==> src/include/umprx_pkg.sv <==
// constants for the modem pin, read strobe and receive dma block
package umprx_pkg;
    // modem status bit positions
    localparam int MSR_RING_LEVEL_POS = 6;
    localparam int MSR_RING_END_POS = 2;
    // modem control bit positions
    localparam int MCR_RTS_POS = 1;
    localparam int MCR_LOOP_POS = 4;
    // fifo control bit positions
    localparam int FCR_ENABLE_POS = 0;
    localparam int FCR_DMA_POS = 3;
    // ratio of receiver sample clock to baud rate
    localparam int RX_OVERSAMPLE = 16;
    // reset values
    localparam logic RESET_RTS_N = 1'h1;
    localparam logic RESET_RECEIVE_DMA_REQUEST_N = 1'h1;
endpackage

==> src/rtl/umprx_core.sv <==
// modem pin status, rts control, read strobes and receive dma request
`timescale 1ns/1ps
// How it works
// - receiver timed by 16x baud sample clock
// - either read strobe reads while chip selected
// - ring level shown in modem status bit6
// - ring low-to-high sets end flag bit2
// - enabled modem interrupt on ring rising edge
// - auto rts threshold forces rts inactive
// - fifo mode dma type from control bit3
// - fifos off means dma mode zero only
// - mode zero: ready low while data held
// - mode one: low at trigger, high empty
module umprx_core
    import umprx_pkg::*;
(
    input wire logic clk_i,            // block clock
    input wire logic rst_i,            // master reset, sync high
    input wire logic ce_i,             // clock enable
    input wire logic rx_sample_clk_i,  // 16x baud sample clock pin
    output logic rx_sample_tick_o,     // one pulse per sample clock rise
    input wire logic chip_select_i,    // chip selected, decoded
    input wire logic host_read_strobe_n_i, // active-low read strobe
    input wire logic host_read_strobe_i,   // active-high read strobe
    input wire logic msr_select_i,     // read targets modem status
    output logic read_active_o,        // a register read in progress
    output logic [7:0] msr_data_o,     // ring part of modem status
    input wire logic call_alert_n_i,   // ring alert pin, active low
    input wire logic modem_irq_en_i,   // modem status interrupt enable
    output logic modem_irq_o,          // modem status interrupt request
    input wire logic [7:0] modem_control_reg_i, // modem control bits
    input wire logic auto_rts_en_i,    // automatic rts mode
    input wire logic rx_threshold_i,   // rx fifo at rts threshold
    output logic rts_n_o,              // request to send, active low
    input wire logic [7:0] fifo_control_reg_i, // fifo control bits
    input wire logic rx_fifo_empty_i,  // fifo and holding reg empty
    input wire logic rx_trigger_i,     // rx trigger level reached
    input wire logic rx_timeout_i,     // rx time-out event
    output logic receive_dma_request_n_o // rx ready, active low
);
    // all block state in one struct
    typedef struct packed {
        logic sclk_s1;      // sample clock sync stage 1
        logic sclk_s2;      // sample clock sync stage 2
        logic sclk_last;    // previous synced sample clock
        logic tick;         // sample clock rising pulse
        logic ri_s1;        // ring sync stage 1
        logic ri_s2;        // ring sync stage 2
        logic ri_last;      // previous synced ring pin
        logic cs_s1;        // chip select sync stage 1
        logic cs_s2;        // chip select sync stage 2
        logic rdn_s1;       // active-low strobe sync stage 1
        logic rdn_s2;       // active-low strobe sync stage 2
        logic rdh_s1;       // active-high strobe sync stage 1
        logic rdh_s2;       // active-high strobe sync stage 2
        logic rd_last;      // previous combined read
        logic ring_end;     // trailing edge ring flag
        logic irq;          // interrupt request
        logic [7:0] msr;    // captured status data
        logic rts_n;        // rts pin level
        logic rdy_n;        // rx ready level
    } umprx_state_type;

    umprx_state_type state_reg;
    umprx_state_type state_next;

    // combined read from synced pins, either polarity, while selected
    logic read_sync;
    assign read_sync = state_reg.cs_s2 &
        (~state_reg.rdn_s2 | state_reg.rdh_s2);

    // helper terms
    logic ring_rise;      // ring went low to high (pin level)
    logic msr_read_edge;  // start of a modem status read
    logic fifo_on;
    logic dma_mode1;
    always_comb begin
        // ring pin inactive-high edge: low to high on the pin
        ring_rise = state_reg.ri_s2 & ~state_reg.ri_last;
        msr_read_edge = read_sync & ~state_reg.rd_last &
            msr_select_i;
        fifo_on = fifo_control_reg_i[FCR_ENABLE_POS];
        // mode one only with fifos on
        dma_mode1 = fifo_on &
            fifo_control_reg_i[FCR_DMA_POS];
    end

    // next state
    always_comb begin
        state_next = state_reg;
        // synchronisers
        state_next.sclk_s1 = rx_sample_clk_i;
        state_next.sclk_s2 = state_reg.sclk_s1;
        state_next.sclk_last = state_reg.sclk_s2;
        // receiver timing tick from 16x sample clock
        state_next.tick = state_reg.sclk_s2 &
            ~state_reg.sclk_last;
        state_next.ri_s1 = call_alert_n_i;
        state_next.ri_s2 = state_reg.ri_s1;
        state_next.ri_last = state_reg.ri_s2;
        // read pins synchronised one by one, combined only after
        state_next.cs_s1 = chip_select_i;
        state_next.cs_s2 = state_reg.cs_s1;
        state_next.rdn_s1 = host_read_strobe_n_i;
        state_next.rdn_s2 = state_reg.rdn_s1;
        state_next.rdh_s1 = host_read_strobe_i;
        state_next.rdh_s2 = state_reg.rdh_s1;
        state_next.rd_last = read_sync;
        // read clears flag, a new edge wins
        if (ring_rise) begin
            state_next.ring_end = 1'h1;
        end else if (msr_read_edge) begin
            state_next.ring_end = 1'h0;
        end
        // interrupt on ring edge, cleared by status read
        if (ring_rise && modem_irq_en_i) begin
            state_next.irq = 1'h1;
        end else if (msr_read_edge || !modem_irq_en_i) begin
            state_next.irq = 1'h0;
        end
        // status data captured when a read starts
        if (msr_read_edge) begin
            state_next.msr = 8'h00;
            state_next.msr[MSR_RING_LEVEL_POS] =
                ~state_reg.ri_s2;
            state_next.msr[MSR_RING_END_POS] =
                state_reg.ring_end | ring_rise;
        end
        // rts pin
        if (modem_control_reg_i[MCR_LOOP_POS]) begin
            state_next.rts_n = 1'h1;
        end else if (auto_rts_en_i && rx_threshold_i) begin
            state_next.rts_n = 1'h1;
        end else begin
            state_next.rts_n =
                ~modem_control_reg_i[MCR_RTS_POS];
        end
        // receive dma request
        if (!dma_mode1) begin
            state_next.rdy_n = rx_fifo_empty_i;
        end else if (rx_fifo_empty_i) begin
            state_next.rdy_n = 1'h1;
        end else if (rx_trigger_i || rx_timeout_i) begin
            state_next.rdy_n = 1'h0;
        end
    end

    // registers, frozen while clock enable low
    always_ff @(posedge clk_i) begin
        if (rst_i) begin
            state_reg <= '0;
            state_reg.sclk_s1 <= 1'h0;
            state_reg.ri_s1 <= 1'h1;
            state_reg.ri_s2 <= 1'h1;
            state_reg.ri_last <= 1'h1;
            state_reg.rdn_s1 <= 1'h1;
            state_reg.rdn_s2 <= 1'h1;
            state_reg.rts_n <= RESET_RTS_N;
            state_reg.rdy_n <= RESET_RECEIVE_DMA_REQUEST_N;
        end else if (ce_i) begin
            state_reg <= state_next;
        end
    end

    // outputs
    assign rx_sample_tick_o = state_reg.tick;
    assign read_active_o = read_sync;
    assign msr_data_o = state_reg.msr;
    assign modem_irq_o = state_reg.irq;
    assign rts_n_o = state_reg.rts_n;
    assign receive_dma_request_n_o = state_reg.rdy_n;

    // ring edge sets flag next cycle
    ring_flag_a: assert property (@(posedge clk_i)
        disable iff (rst_i)
        ce_i && ring_rise |=> state_reg.ring_end)
        else $error("ring end flag not set");

    // enabled edge raises interrupt
    ring_irq_a: assert property (@(posedge clk_i)
        disable iff (rst_i)
        ce_i && ring_rise && modem_irq_en_i |=> modem_irq_o)
        else $error("modem interrupt not raised");

    // read without edge clears flag
    flag_clear_a: assert property (@(posedge clk_i)
        disable iff (rst_i)
        ce_i && msr_read_edge && !ring_rise |=> !state_reg.ring_end)
        else $error("ring flag not cleared by read");

    // loop mode forces rts inactive
    loop_rts_a: assert property (@(posedge clk_i)
        disable iff (rst_i)
        ce_i && modem_control_reg_i[MCR_LOOP_POS] |=> rts_n_o)
        else $error("rts active in loop mode");

    // auto rts throttle
    auto_rts_a: assert property (@(posedge clk_i)
        disable iff (rst_i)
        ce_i && auto_rts_en_i && rx_threshold_i |=> rts_n_o)
        else $error("auto rts did not throttle");

    // mode zero tracks data held
    mode_zero_a: assert property (@(posedge clk_i)
        disable iff (rst_i)
        ce_i && !dma_mode1 |=>
            receive_dma_request_n_o == $past(rx_fifo_empty_i))
        else $error("mode zero ready wrong");

    // mode one holds low until empty
    mode_one_a: assert property (@(posedge clk_i)
        disable iff (rst_i)
        ce_i && dma_mode1 && !receive_dma_request_n_o &&
            !rx_fifo_empty_i |=> !receive_dma_request_n_o)
        else $error("mode one ready released early");

    // fifos off never uses mode one
    fifo_off_a: assert property (@(posedge clk_i)
        disable iff (rst_i)
        ce_i && !fifo_on && !rx_fifo_empty_i |=>
            !receive_dma_request_n_o)
        else $error("legacy mode ready wrong");

    // status read shows ring level
    ring_level_a: assert property (@(posedge clk_i)
        disable iff (rst_i)
        ce_i && msr_read_edge |=>
            msr_data_o[MSR_RING_LEVEL_POS] == !$past(state_reg.ri_s2))
        else $error("ring level wrong in status");

    // sample clock rise makes a tick
    tick_rise_a: assert property (@(posedge clk_i)
        disable iff (rst_i)
        ce_i && state_reg.sclk_s2 && !state_reg.sclk_last |=>
            rx_sample_tick_o)
        else $error("sample tick missing");

    // status holds between reads
    msr_hold_a: assert property (@(posedge clk_i)
        disable iff (rst_i)
        ce_i && !msr_select_i |=> msr_data_o == $past(msr_data_o))
        else $error("status changed without a read");

    // edge at the read start is reported
    edge_at_read_a: assert property (@(posedge clk_i)
        disable iff (rst_i)
        ce_i && msr_read_edge && ring_rise |=>
            msr_data_o[MSR_RING_END_POS])
        else $error("ring edge lost at read");

    // flag holds while nothing happens
    flag_hold_a: assert property (@(posedge clk_i)
        disable iff (rst_i)
        ce_i && !ring_rise && !msr_read_edge |=>
            state_reg.ring_end == $past(state_reg.ring_end))
        else $error("ring flag changed by itself");

    // disabled interrupt stays low
    irq_off_a: assert property (@(posedge clk_i)
        disable iff (rst_i)
        ce_i && !modem_irq_en_i |=> !modem_irq_o)
        else $error("interrupt raised while disabled");

    // status read withdraws the interrupt
    irq_clear_a: assert property (@(posedge clk_i)
        disable iff (rst_i)
        ce_i && msr_read_edge && !ring_rise |=> !modem_irq_o)
        else $error("interrupt kept after status read");

    // rts follows software outside loop and throttle
    rts_follow_a: assert property (@(posedge clk_i)
        disable iff (rst_i)
        ce_i && !modem_control_reg_i[MCR_LOOP_POS] &&
            !(auto_rts_en_i && rx_threshold_i) |=>
            rts_n_o == !$past(modem_control_reg_i[MCR_RTS_POS]))
        else $error("rts does not follow control bit");

    // frozen clock enable holds rts
    rts_freeze_a: assert property (@(posedge clk_i)
        disable iff (rst_i)
        !ce_i |=> $stable(rts_n_o))
        else $error("rts moved while clock enable low");

    // fifo on, dma bit clear is mode zero
    mode_sel_a: assert property (@(posedge clk_i)
        disable iff (rst_i)
        ce_i && fifo_control_reg_i[FCR_ENABLE_POS] &&
            !fifo_control_reg_i[FCR_DMA_POS] |=>
            receive_dma_request_n_o == $past(rx_fifo_empty_i))
        else $error("dma mode select ignored");

    // trigger or time-out raises the request
    one_set_a: assert property (@(posedge clk_i)
        disable iff (rst_i)
        ce_i && dma_mode1 && !rx_fifo_empty_i &&
            (rx_trigger_i || rx_timeout_i) |=> !receive_dma_request_n_o)
        else $error("mode one ready not raised");

    // empty fifo releases the request
    one_empty_a: assert property (@(posedge clk_i)
        disable iff (rst_i)
        ce_i && dma_mode1 && rx_fifo_empty_i |=> receive_dma_request_n_o)
        else $error("mode one ready not released");

    // no request without trigger or time-out
    one_idle_a: assert property (@(posedge clk_i)
        disable iff (rst_i)
        ce_i && dma_mode1 && receive_dma_request_n_o &&
            !rx_trigger_i && !rx_timeout_i |=> receive_dma_request_n_o)
        else $error("mode one ready raised early");
endmodule

==> config.mk <==
export PLATFORM = sky130hd
export DESIGN_NAME = umprx_core
export DESIGN_NICKNAME = d
export VERILOG_FILES = /design/src/include/umprx_pkg.sv /design/src/rtl/umprx_core.sv
export SDC_FILE = /design/constraint.sdc
export NUM_CORES = 1
export LEC_CHECK = 0
export ABC_AREA = 1
export ABC_CLOCK_PERIOD_IN_PS = 900
export BUFFER_PORTS_ARGS = -buffer_cell sky130_fd_sc_hd__buf_2
export CAP_MARGIN = 20
export CORE_MARGIN = 5
export CORE_UTILIZATION = 40
export DETAILED_ROUTE_END_ITERATION = 16
export GPL_ROUTABILITY_DRIVEN = 0
export GPL_TIMING_DRIVEN = 0
export PLACE_DENSITY = 0.81
export SLEW_MARGIN = 20
export SYNTH_ARGS = -nofsm -noshare
export SYNTH_HDL_FRONTEND = slang
export SYNTH_SLANG_ARGS = --single-unit
==> constraint.sdc <==
create_clock -name clk_i -period 0.9 [get_ports clk_i]
set_input_delay 0.225 -clock clk_i [delete_from_list [all_inputs] [get_ports clk_i]]
set_output_delay 0.225 -clock clk_i [all_outputs]
set_load 0.1 [all_outputs]
==> flow_summary.json, run 1 <==
{
  "grt-ovfl-total": 0,
  "ir_worst_vdd_mv": 0.987,
  "final_cell_mix": "19 x nor2_1, 18 x nand2_1, 16 x buf_2, 11 x dfxtp_1",
  "die-area_sq_um": 3320,
  "critical_path.max_fanout": 2,
  "io_buffers": 23,
  "drt-pass1-iter-count": 4,
  "drc": 0,
  "grt_first_pass_wirelength_um": 3090,
  "numPlacedInstances": 170,
  "crit_path_end_kind": "output port",
  "setup_viol": 12,
  "ys_seq_area_frac": 0.442,
  "grt_pass1_vias": 745,
  "synth_area_per_cell_sq_um": 7.95,
  "vias": 780,
  "yosysTopAreaCellShare": 0.442,
  "fp-row-count": 17,
  "area_growth_pct": 43.0,
  "mostFrequentLayoutCell": "nor2_1",
  "finClkSkew_ns": 0.0140,
  "cp_slowest_stage_delay_ns": 0.36,
  "clock_path_buffers": 2,
  "crit_type": "flop to output port",
  "grt_max_degree": 13,
  "synth_area_leaders": "dfxtp_1 44%, nor2_1 8.3%, buf_4 7.5%, nand2_1 7.5%, o21ai_0 5.0%",
  "cts_sinks": 20,
  "wl_per_cell_um": 11.2,
  "setup_ws_ns": -0.361,
  "cellPowerDensity_nw_per_um2": 1710,
  "antenna_found_initial": 0,
  "ys_warn_count": 0,
  "rsz0062_at_grt": "true",
  "antennaDiodeCount": 0,
  "ys_seq_elements": 20,
  "cp_num_buf_inv": 1,
  "critPathRequiredTime_ns": 0.67,
  "drt-total-wl_um": 1960,
  "status": "complete, but fails checks",
  "cp_cell_sequence": "a21boi_4 > buf_12",
  "crit_slowest_cell": "dfxtp_4",
  "hold_path_class": "input pin to flop",
  "cts_hold_buf": 0,
  "gr-usage-all-layers": 0.121,
  "cts_tree": "built",
  "core_sq_um": 2190,
  "maxCapViolCount": 0,
  "final-hold-violation-count": 0,
  "netlist.top_cell.by_area": "dfxtp_1",
  "yosysUniqueCellTypes": 23,
  "crit_family": "flip-flops",
  "nNetsFinal": 179,
  "syn_inst": 114,
  "final_area_sq_um": 1290,
  "finalMaxSlewViolations": 0,
  "numCtsBuffers": 3,
  "whs_path_depth": 2,
  "place_area_sq_um": 1100,
  "cp.arrival_ns": 1.04,
  "clock_latency_ns": 0.32,
  "cts_htree_levels": 1,
  "syn_area_sq_um": 906,
  "initial_core_util": 0.413,
  "cts_root_buffer": "clkbuf_4",
  "ios": 44,
  "clkTransAtPathRegs_ns": 0.12,
  "fmax_mhz": 793,
  "path_depth": 2,
  "dp_hpwl_um": 1400,
  "worst_r2r_path_depth": 8,
  "drtAntennaViolNets": 0,
  "drive_gt1_frac": 0.442,
  "total_power_w": 0.00221,
  "final_cells": 175,
  "power_leakage_nw": 0.608,
  "dr.first_iter.drc_count": 13,
  "period_share": 1.40,
  "violations": "negative setup slack",
  "viasPerCell": 4.46,
  "start_kind": "flop",
  "period_needed_ns": 1.26,
  "fp.dieH_um": 57.6,
  "die_w_um": 57.6
}
[metal layers]
metal | wire, um | GRT usage | share of wire | up-vias
li1 | - | - | - | 412
met1 | 758 | 0.122 | 0.39 | 342
met2 | 1040 | 0.226 | 0.53 | 22
met3 | 120 | 0.0158 | 0.061 | 4
met4 | 43 | 0.0795 | 0.022 | 0
met5 | 0 | 0 | 0 | -
[where the power goes]
group	switching (W)	leakage, nW	internal [W]
Sequential	0.0000356	0.168	0.000930
Combinational	0.000332	0.412	0.000172
Clock	0.000292	0.0279	0.000451
[Yosys cell counts (all sizes together)]
cell,number
a21oi,7
inv,9
dfxtp,20
or2,1
o21ai,10
nand2,20
nor2,24
conb,1
a31oi,1
nand3,5
a21boi,1
a2bb2oi,1
buf,12
nand4,1
clkbuf,1
[cells by family (layout without fill, tap and decap cells)]
group | count (synthesis) | after routing | synth area share
AOI/OAI and AO/OA | 20 | 20 | 0.119
other | 1 | 6 | 0.00414
buffers and inverters | 22 | 50 | 0.167
and+or+nand+nor | 51 | 51 | 0.268
DFF | 20 | 20 | 0.442
[stage by stage]
stage	setup WS (ns)	utilization	TNS (ns)	hold slack, ns
4_1_cts	-0.367	0.582	-1.86	0.0941
3_3_place_gp	-0.285	0.502	-0.774	0.435
5_1_grt	-0.386	0.591	-2.35	0.103
3_5_place_dp	-0.297	0.502	-0.895	0.436
2_1_floorplan	-0.286	-	-0.286	0.348
6_report	-0.361	0.591	-1.96	0.100
[layout make-up]
cell class | instances | area [sq um]
plain buffers | 12 | 111
clock buffers | 3 | 22.5
clock inverters | 1 | 30.0
fillers | 184 | 896
inverters | 9 | 36.3
multi-input cells | 77 | 403
flip-flops and latches | 20 | 422
well taps | 28 | 35.0
repair buffers | 25 | 235
[path summary, 6_finish.rpt]
check                               startpoint             end  slack [ns]
worst min register to register  state_next[15]  state_next[15]        0.47
worst max-delay path             state_reg[17]   read_active_o       -0.36
worst max register to register   state_reg[13]   msr_data_o[6]       -0.19
worst min-delay path                     rst_i   state_reg[11]        0.10
[repair_timing]
action                     CTS  global route
setup endpoints to repair    9            12
gates resized for setup     34             5
buffers inserted             2             0
pin swaps                    1             1
No activity file was read; power rests on OpenSTA's default activity.
==> run 2, diff against run 1 <==
PLACE_DENSITY = 0.72   (was 0.81)
==> run 2 against run 1 <==
  * Register-to-register slack better by 0.06 ns
  * Via count down 0.90%
  * Critical endpoint unchanged
  * Largest power group unchanged
  * Die area did not move
  * Global-route usage shrank 0.87 points
  * Clock-buffer cell count grew 1
  * Cell count is the same
  * Sequential share of layout area is 1.1 points higher
  * Worst setup slack better by 0.018 ns
  * The flow still finishes with violations (negative setup slack)
==> flow_summary.json, run 2 (same netlist as run 1, synthesis figures left out) <==
{
  "grt_pass1_vias": 717,
  "nNetsFinal": 179,
  "fp.dieH_um": 57.6,
  "ir_worst_vdd_mv": 0.885,
  "fp-row-count": 17,
  "worst_r2r_path_depth": 8,
  "critPathRequiredTime_ns": 0.67,
  "cts_tree": "built",
  "drt-pass1-iter-count": 4,
  "cts_htree_levels": 1,
  "grt_max_degree": 12,
  "setup_ws_ns": -0.344,
  "rsz0062_at_grt": "true",
  "area_growth_pct": 38.7,
  "grt-ovfl-total": 0,
  "viasPerCell": 4.42,
  "r2r-start": "state_reg[13]",
  "antenna_found_initial": 0,
  "cp_num_buf_inv": 1,
  "fmax_mhz": 804,
  "drt-total-wl_um": 1770,
  "final-hold-violation-count": 0,
  "ios": 44,
  "finalMaxSlewViolations": 0,
  "cp_slowest_stage_delay_ns": 0.36,
  "hold_path_class": "input pin to flop",
  "hp-start": "rst_i",
  "period_needed_ns": 1.24,
  "crit_path_end_kind": "output port",
  "gr-usage-all-layers": 0.112,
  "cp.arrival_ns": 1.02,
  "status": "complete, but fails checks",
  "die_w_um": 57.6,
  "finClkSkew_ns": 0.00907,
  "crit_type": "flop to output port",
  "grt_first_pass_wirelength_um": 2860,
  "place_area_sq_um": 1100,
  "violations": "negative setup slack",
  "cts_root_buffer": "clkbuf_4",
  "critical_path.max_fanout": 2,
  "drtAntennaViolNets": 0,
  "dp_hpwl_um": 1310,
  "cts_hold_buf": 0,
  "start_kind": "flop",
  "numCtsBuffers": 3,
  "vias": 773,
  "path_depth": 2,
  "crit_family": "flip-flops",
  "setup_viol": 11,
  "drc": 0,
  "antennaDiodeCount": 0,
  "whs_path_depth": 2,
  "io_buffers": 23,
  "cts_sinks": 20,
  "maxCapViolCount": 0,
  "rrSetupSlack_ns": -0.13,
  "die-area_sq_um": 3320,
  "dr.first_iter.drc_count": 8,
  "drive_gt1_frac": 0.449,
  "clock_latency_ns": 0.30,
  "core_sq_um": 2190,
  "post-place-ws_ns": -0.286,
  "whs_endpoint": "rx_sample_tick_o",
  "wl_per_cell_um": 10.1,
  "power_leakage_nw": 0.593,
  "initial_core_util": 0.413,
  "final_area_sq_um": 1260,
  "cp_cell_sequence": "a21boi_4 > buf_12",
  "final_cell_mix": "18 x nor2_1, 18 x nand2_1, 16 x buf_2, 10 x buf_4, 10 x dfxtp_1",
  "total_power_w": 0.00189,
  "crit_slowest_cell": "dfxtp_4",
  "clock_path_buffers": 2,
  "clkTransAtPathRegs_ns": 0.11,
  "r2r_end": "msr_data_o[6]",
  "period_share": 1.38,
  "cellPowerDensity_nw_per_um2": 1510
}
run 2: area by class of cell:
type                            count  area [sq um]
Buffer                             11           100
Clock buffer                        4          26.3
Fill cell                         217           935
Inverter                            9          36.3
Multi-Input combinational cell     77           393
Sequential cell                    20           423
Tap cell                           28          35.0
Timing Repair Buffer               26           243
run 2: metal layers:
metal	vias to the layer above	track usage	wire length (um)
li1	411	-	-
met1	336	0.119	715
met2	21	0.203	903
met3	5	0.0113	101
met4	0	0.0795	53
met5	-	0	0
run 2: where the power goes:
group	leakage, nW	switching, W	internal (W)
sequential	0.167	0.0000353	0.000931
combinational	0.410	0.000322	0.000170
clock	0.0150	0.000261	0.000173
total	0.593	0.000618	0.00127
run 2: timing repair:
item,CTS,global route
setup endpoints to repair,9,12
setup buffers,3,0
resized for setup,33,5
pin swaps,1,1
run 2: metrics by stage:
| step | TNS [ns] | std cells | hold WS (ns) | utilization |
|---|---|---|---|---|
| floorplan | -0.286 | 119 | 0.348 | - |
| global placement | -0.780 | 170 | 0.436 | 0.502 |
| detailed placement | -0.879 | 170 | 0.437 | 0.502 |
| CTS | -1.67 | 175 | 0.114 | 0.568 |
| global route | -1.98 | 175 | 0.118 | 0.573 |
| finish | -1.62 | 175 | 0.116 | 0.573 |
run 2: worst max path at each step:
stage,start,endpoint
3_3_place_gp,state_reg[17],read_active_o
5_1_grt,state_reg[17],read_active_o
6_report,state_reg[17],read_active_o
4_1_cts,state_reg[17],read_active_o
3_5_place_dp,state_reg[17],read_active_o
2_1_floorplan,state_reg[17],read_active_o
==> run 3, diff against run 2 <==
==> constraint.sdc (replaced) <==
create_clock -name clk_i -period 0.9 [get_ports clk_i]
set_input_delay 0.09 -clock clk_i [delete_from_list [all_inputs] [get_ports clk_i]]
set_output_delay 0.09 -clock clk_i [all_outputs]
set_load 0.1 [all_outputs]
==> run 3 against run 2 <==
  * The run still ends with negative setup slack left
  * Global-route usage up 1.6 points
  * Critical path depth unchanged
  * Register-to-register slack worse by 0.02 ns
  * First-iteration DRC count rose to 2.5 times the previous value
  * Maximum frequency up 12%
  * Non-clock buffer count up 11
  * Clock skew down 0.0076 ns
  * Power up 1.1%
  * Design area up 8.3%
  * Clock-buffer cell count down 1
  * Cell count up 6.3%
  * Largest cell class is now buffers
  * Worst setup slack better by 0.13 ns
==> flow_summary.json, run 3 (same netlist as run 1, synthesis figures left out) <==
{
  "status": "complete, but fails checks",
  "violations": "negative setup slack",
  "antenna_found_initial": 0,
  "critPathRequiredTime_ns": 0.81,
  "hold_path_class": "input pin to flop",
  "drt-pass1-iter-count": 4,
  "drt-total-wl_um": 1960,
  "clock_path_buffers": 2,
  "crit_path_end_kind": "output port",
  "whs_endpoint": "state_reg[13]",
  "nNetsFinal": 190,
  "setup_viol": 11,
  "numCtsBuffers": 3,
  "clock_latency_ns": 0.29,
  "finClkSkew_ns": 0.00151,
  "cts_htree_levels": 1,
  "viasPerCell": 4.48,
  "fin_util": 0.621,
  "drc": 0,
  "hp-start": "rst_i",
  "crit_type": "flop to output port",
  "clkTransAtPathRegs_ns": 0.10,
  "cts_root_buffer": "clkbuf_4",
  "cp.arrival_ns": 1.02,
  "worst_r2r_path_depth": 8,
  "maxCapViolCount": 0,
  "cellPowerDensity_nw_per_um2": 1410,
  "grt-ovfl-total": 0,
  "wl_per_cell_um": 10.5,
  "initial_core_util": 0.413,
  "fp-row-count": 17,
  "dp_hpwl_um": 1320,
  "area_growth_pct": 50.1,
  "dr.first_iter.drc_count": 20,
  "setup_ws_ns": -0.209,
  "fmax_mhz": 902,
  "grt_first_pass_wirelength_um": 3310,
  "drive_gt1_frac": 0.405,
  "core_sq_um": 2190,
  "cts_sinks": 20,
  "r2r-start": "state_reg[13]",
  "grt_pass1_vias": 755,
  "r2r_end": "msr_data_o[6]",
  "io_buffers": 23,
  "start_kind": "flop",
  "final_cell_mix": "19 x nor2_1, 18 x nand2_1, 16 x buf_2, 11 x dfxtp_1",
  "ios": 44,
  "numPlacedInstances": 170,
  "antennaDiodeCount": 0,
  "period_needed_ns": 1.11,
  "die_w_um": 57.6,
  "finalMaxSlewViolations": 0,
  "fill_cells": 186,
  "vias": 834,
  "whs_path_depth": 4,
  "die-area_sq_um": 3320,
  "critical_path.max_fanout": 2,
  "drtAntennaViolNets": 0,
  "period_share": 1.23,
  "grt_max_degree": 12,
  "rsz0062_at_grt": "true",
  "gr-usage-all-layers": 0.128,
  "final_cells": 186,
  "fp.dieH_um": 57.6,
  "finalSetupTns_ns": -0.719,
  "rrSetupSlack_ns": -0.15,
  "cts_tree": "built",
  "final-hold-violation-count": 0,
  "ir_worst_vdd_mv": 0.925,
  "mostFrequentLayoutCell": "nor2_1",
  "power_leakage_nw": 0.642
}
## run 3: routing by layer
layer | track usage | share of wire | vias to the layer above
li1 | - | - | 437
met5 | 0 | 0 | -
met3 | 0.0204 | 0.056 | 5
met2 | 0.231 | 0.53 | 20
met1 | 0.144 | 0.39 | 372
met4 | 0.0596 | 0.018 | 0
## run 3: layout make-up
cell class	instances	area, sq um	area share
Clock inverter	1	3.75	0.00276
Sequential cell	20	422	0.310
Timing Repair Buffer	36	343	0.252
Multi-Input combinational cell	77	387	0.284
Tap cell	28	35.0	0.0258
Inverter	9	36.3	0.0267
Clock buffer	3	22.5	0.0166
Buffer	12	111	0.0819
## run 3: power by group
group | switching [W] | internal [W]
Sequential | 0.0000355 | 0.000930
Combinational | 0.000330 | 0.000201
Clock | 0.000256 | 0.000161
Total | 0.000621 | 0.00129
## run 3: through the flow
stage	cell area, sq um	power [W]	hold WS [ns]	worst slack (ns)
6_report	1360	0.00191	0.0500	-0.209
3_5_place_dp	1100	0.00142	0.298	-0.240
3_3_place_gp	1100	0.00141	0.300	-0.221
4_1_cts	1350	0.00195	0.0280	-0.237
2_1_floorplan	948	0.00135	0.213	-0.212
5_1_grt	1360	0.00202	0.0658	-0.246
## run 3: worst max-delay path, stage by stage, from the launching register on
cell	delay, ns
dfxtp_4	0.36
a21boi_4	0.18
buf_12	0.19
## run 3: what timing repair did
action	CTS	global route
hold endpoints to repair	11	0
hold buffers	10	0
gates cloned	0	0
buffers inserted	2	1
pin swaps	1	1
gates resized for setup	35	2
setup endpoints to repair	9	12
## run 3: worst max path at each step
stage / startpoint / endpoint / slack, ns
2_1_floorplan: state_reg[17] / read_active_o / -0.21
3_3_place_gp: state_reg[17] / read_active_o / -0.22
3_5_place_dp: state_reg[17] / read_active_o / -0.24
4_1_cts: state_reg[17] / read_active_o / -0.24
5_1_grt: state_reg[17] / read_active_o / -0.25
6_report: state_reg[17] / read_active_o / -0.21
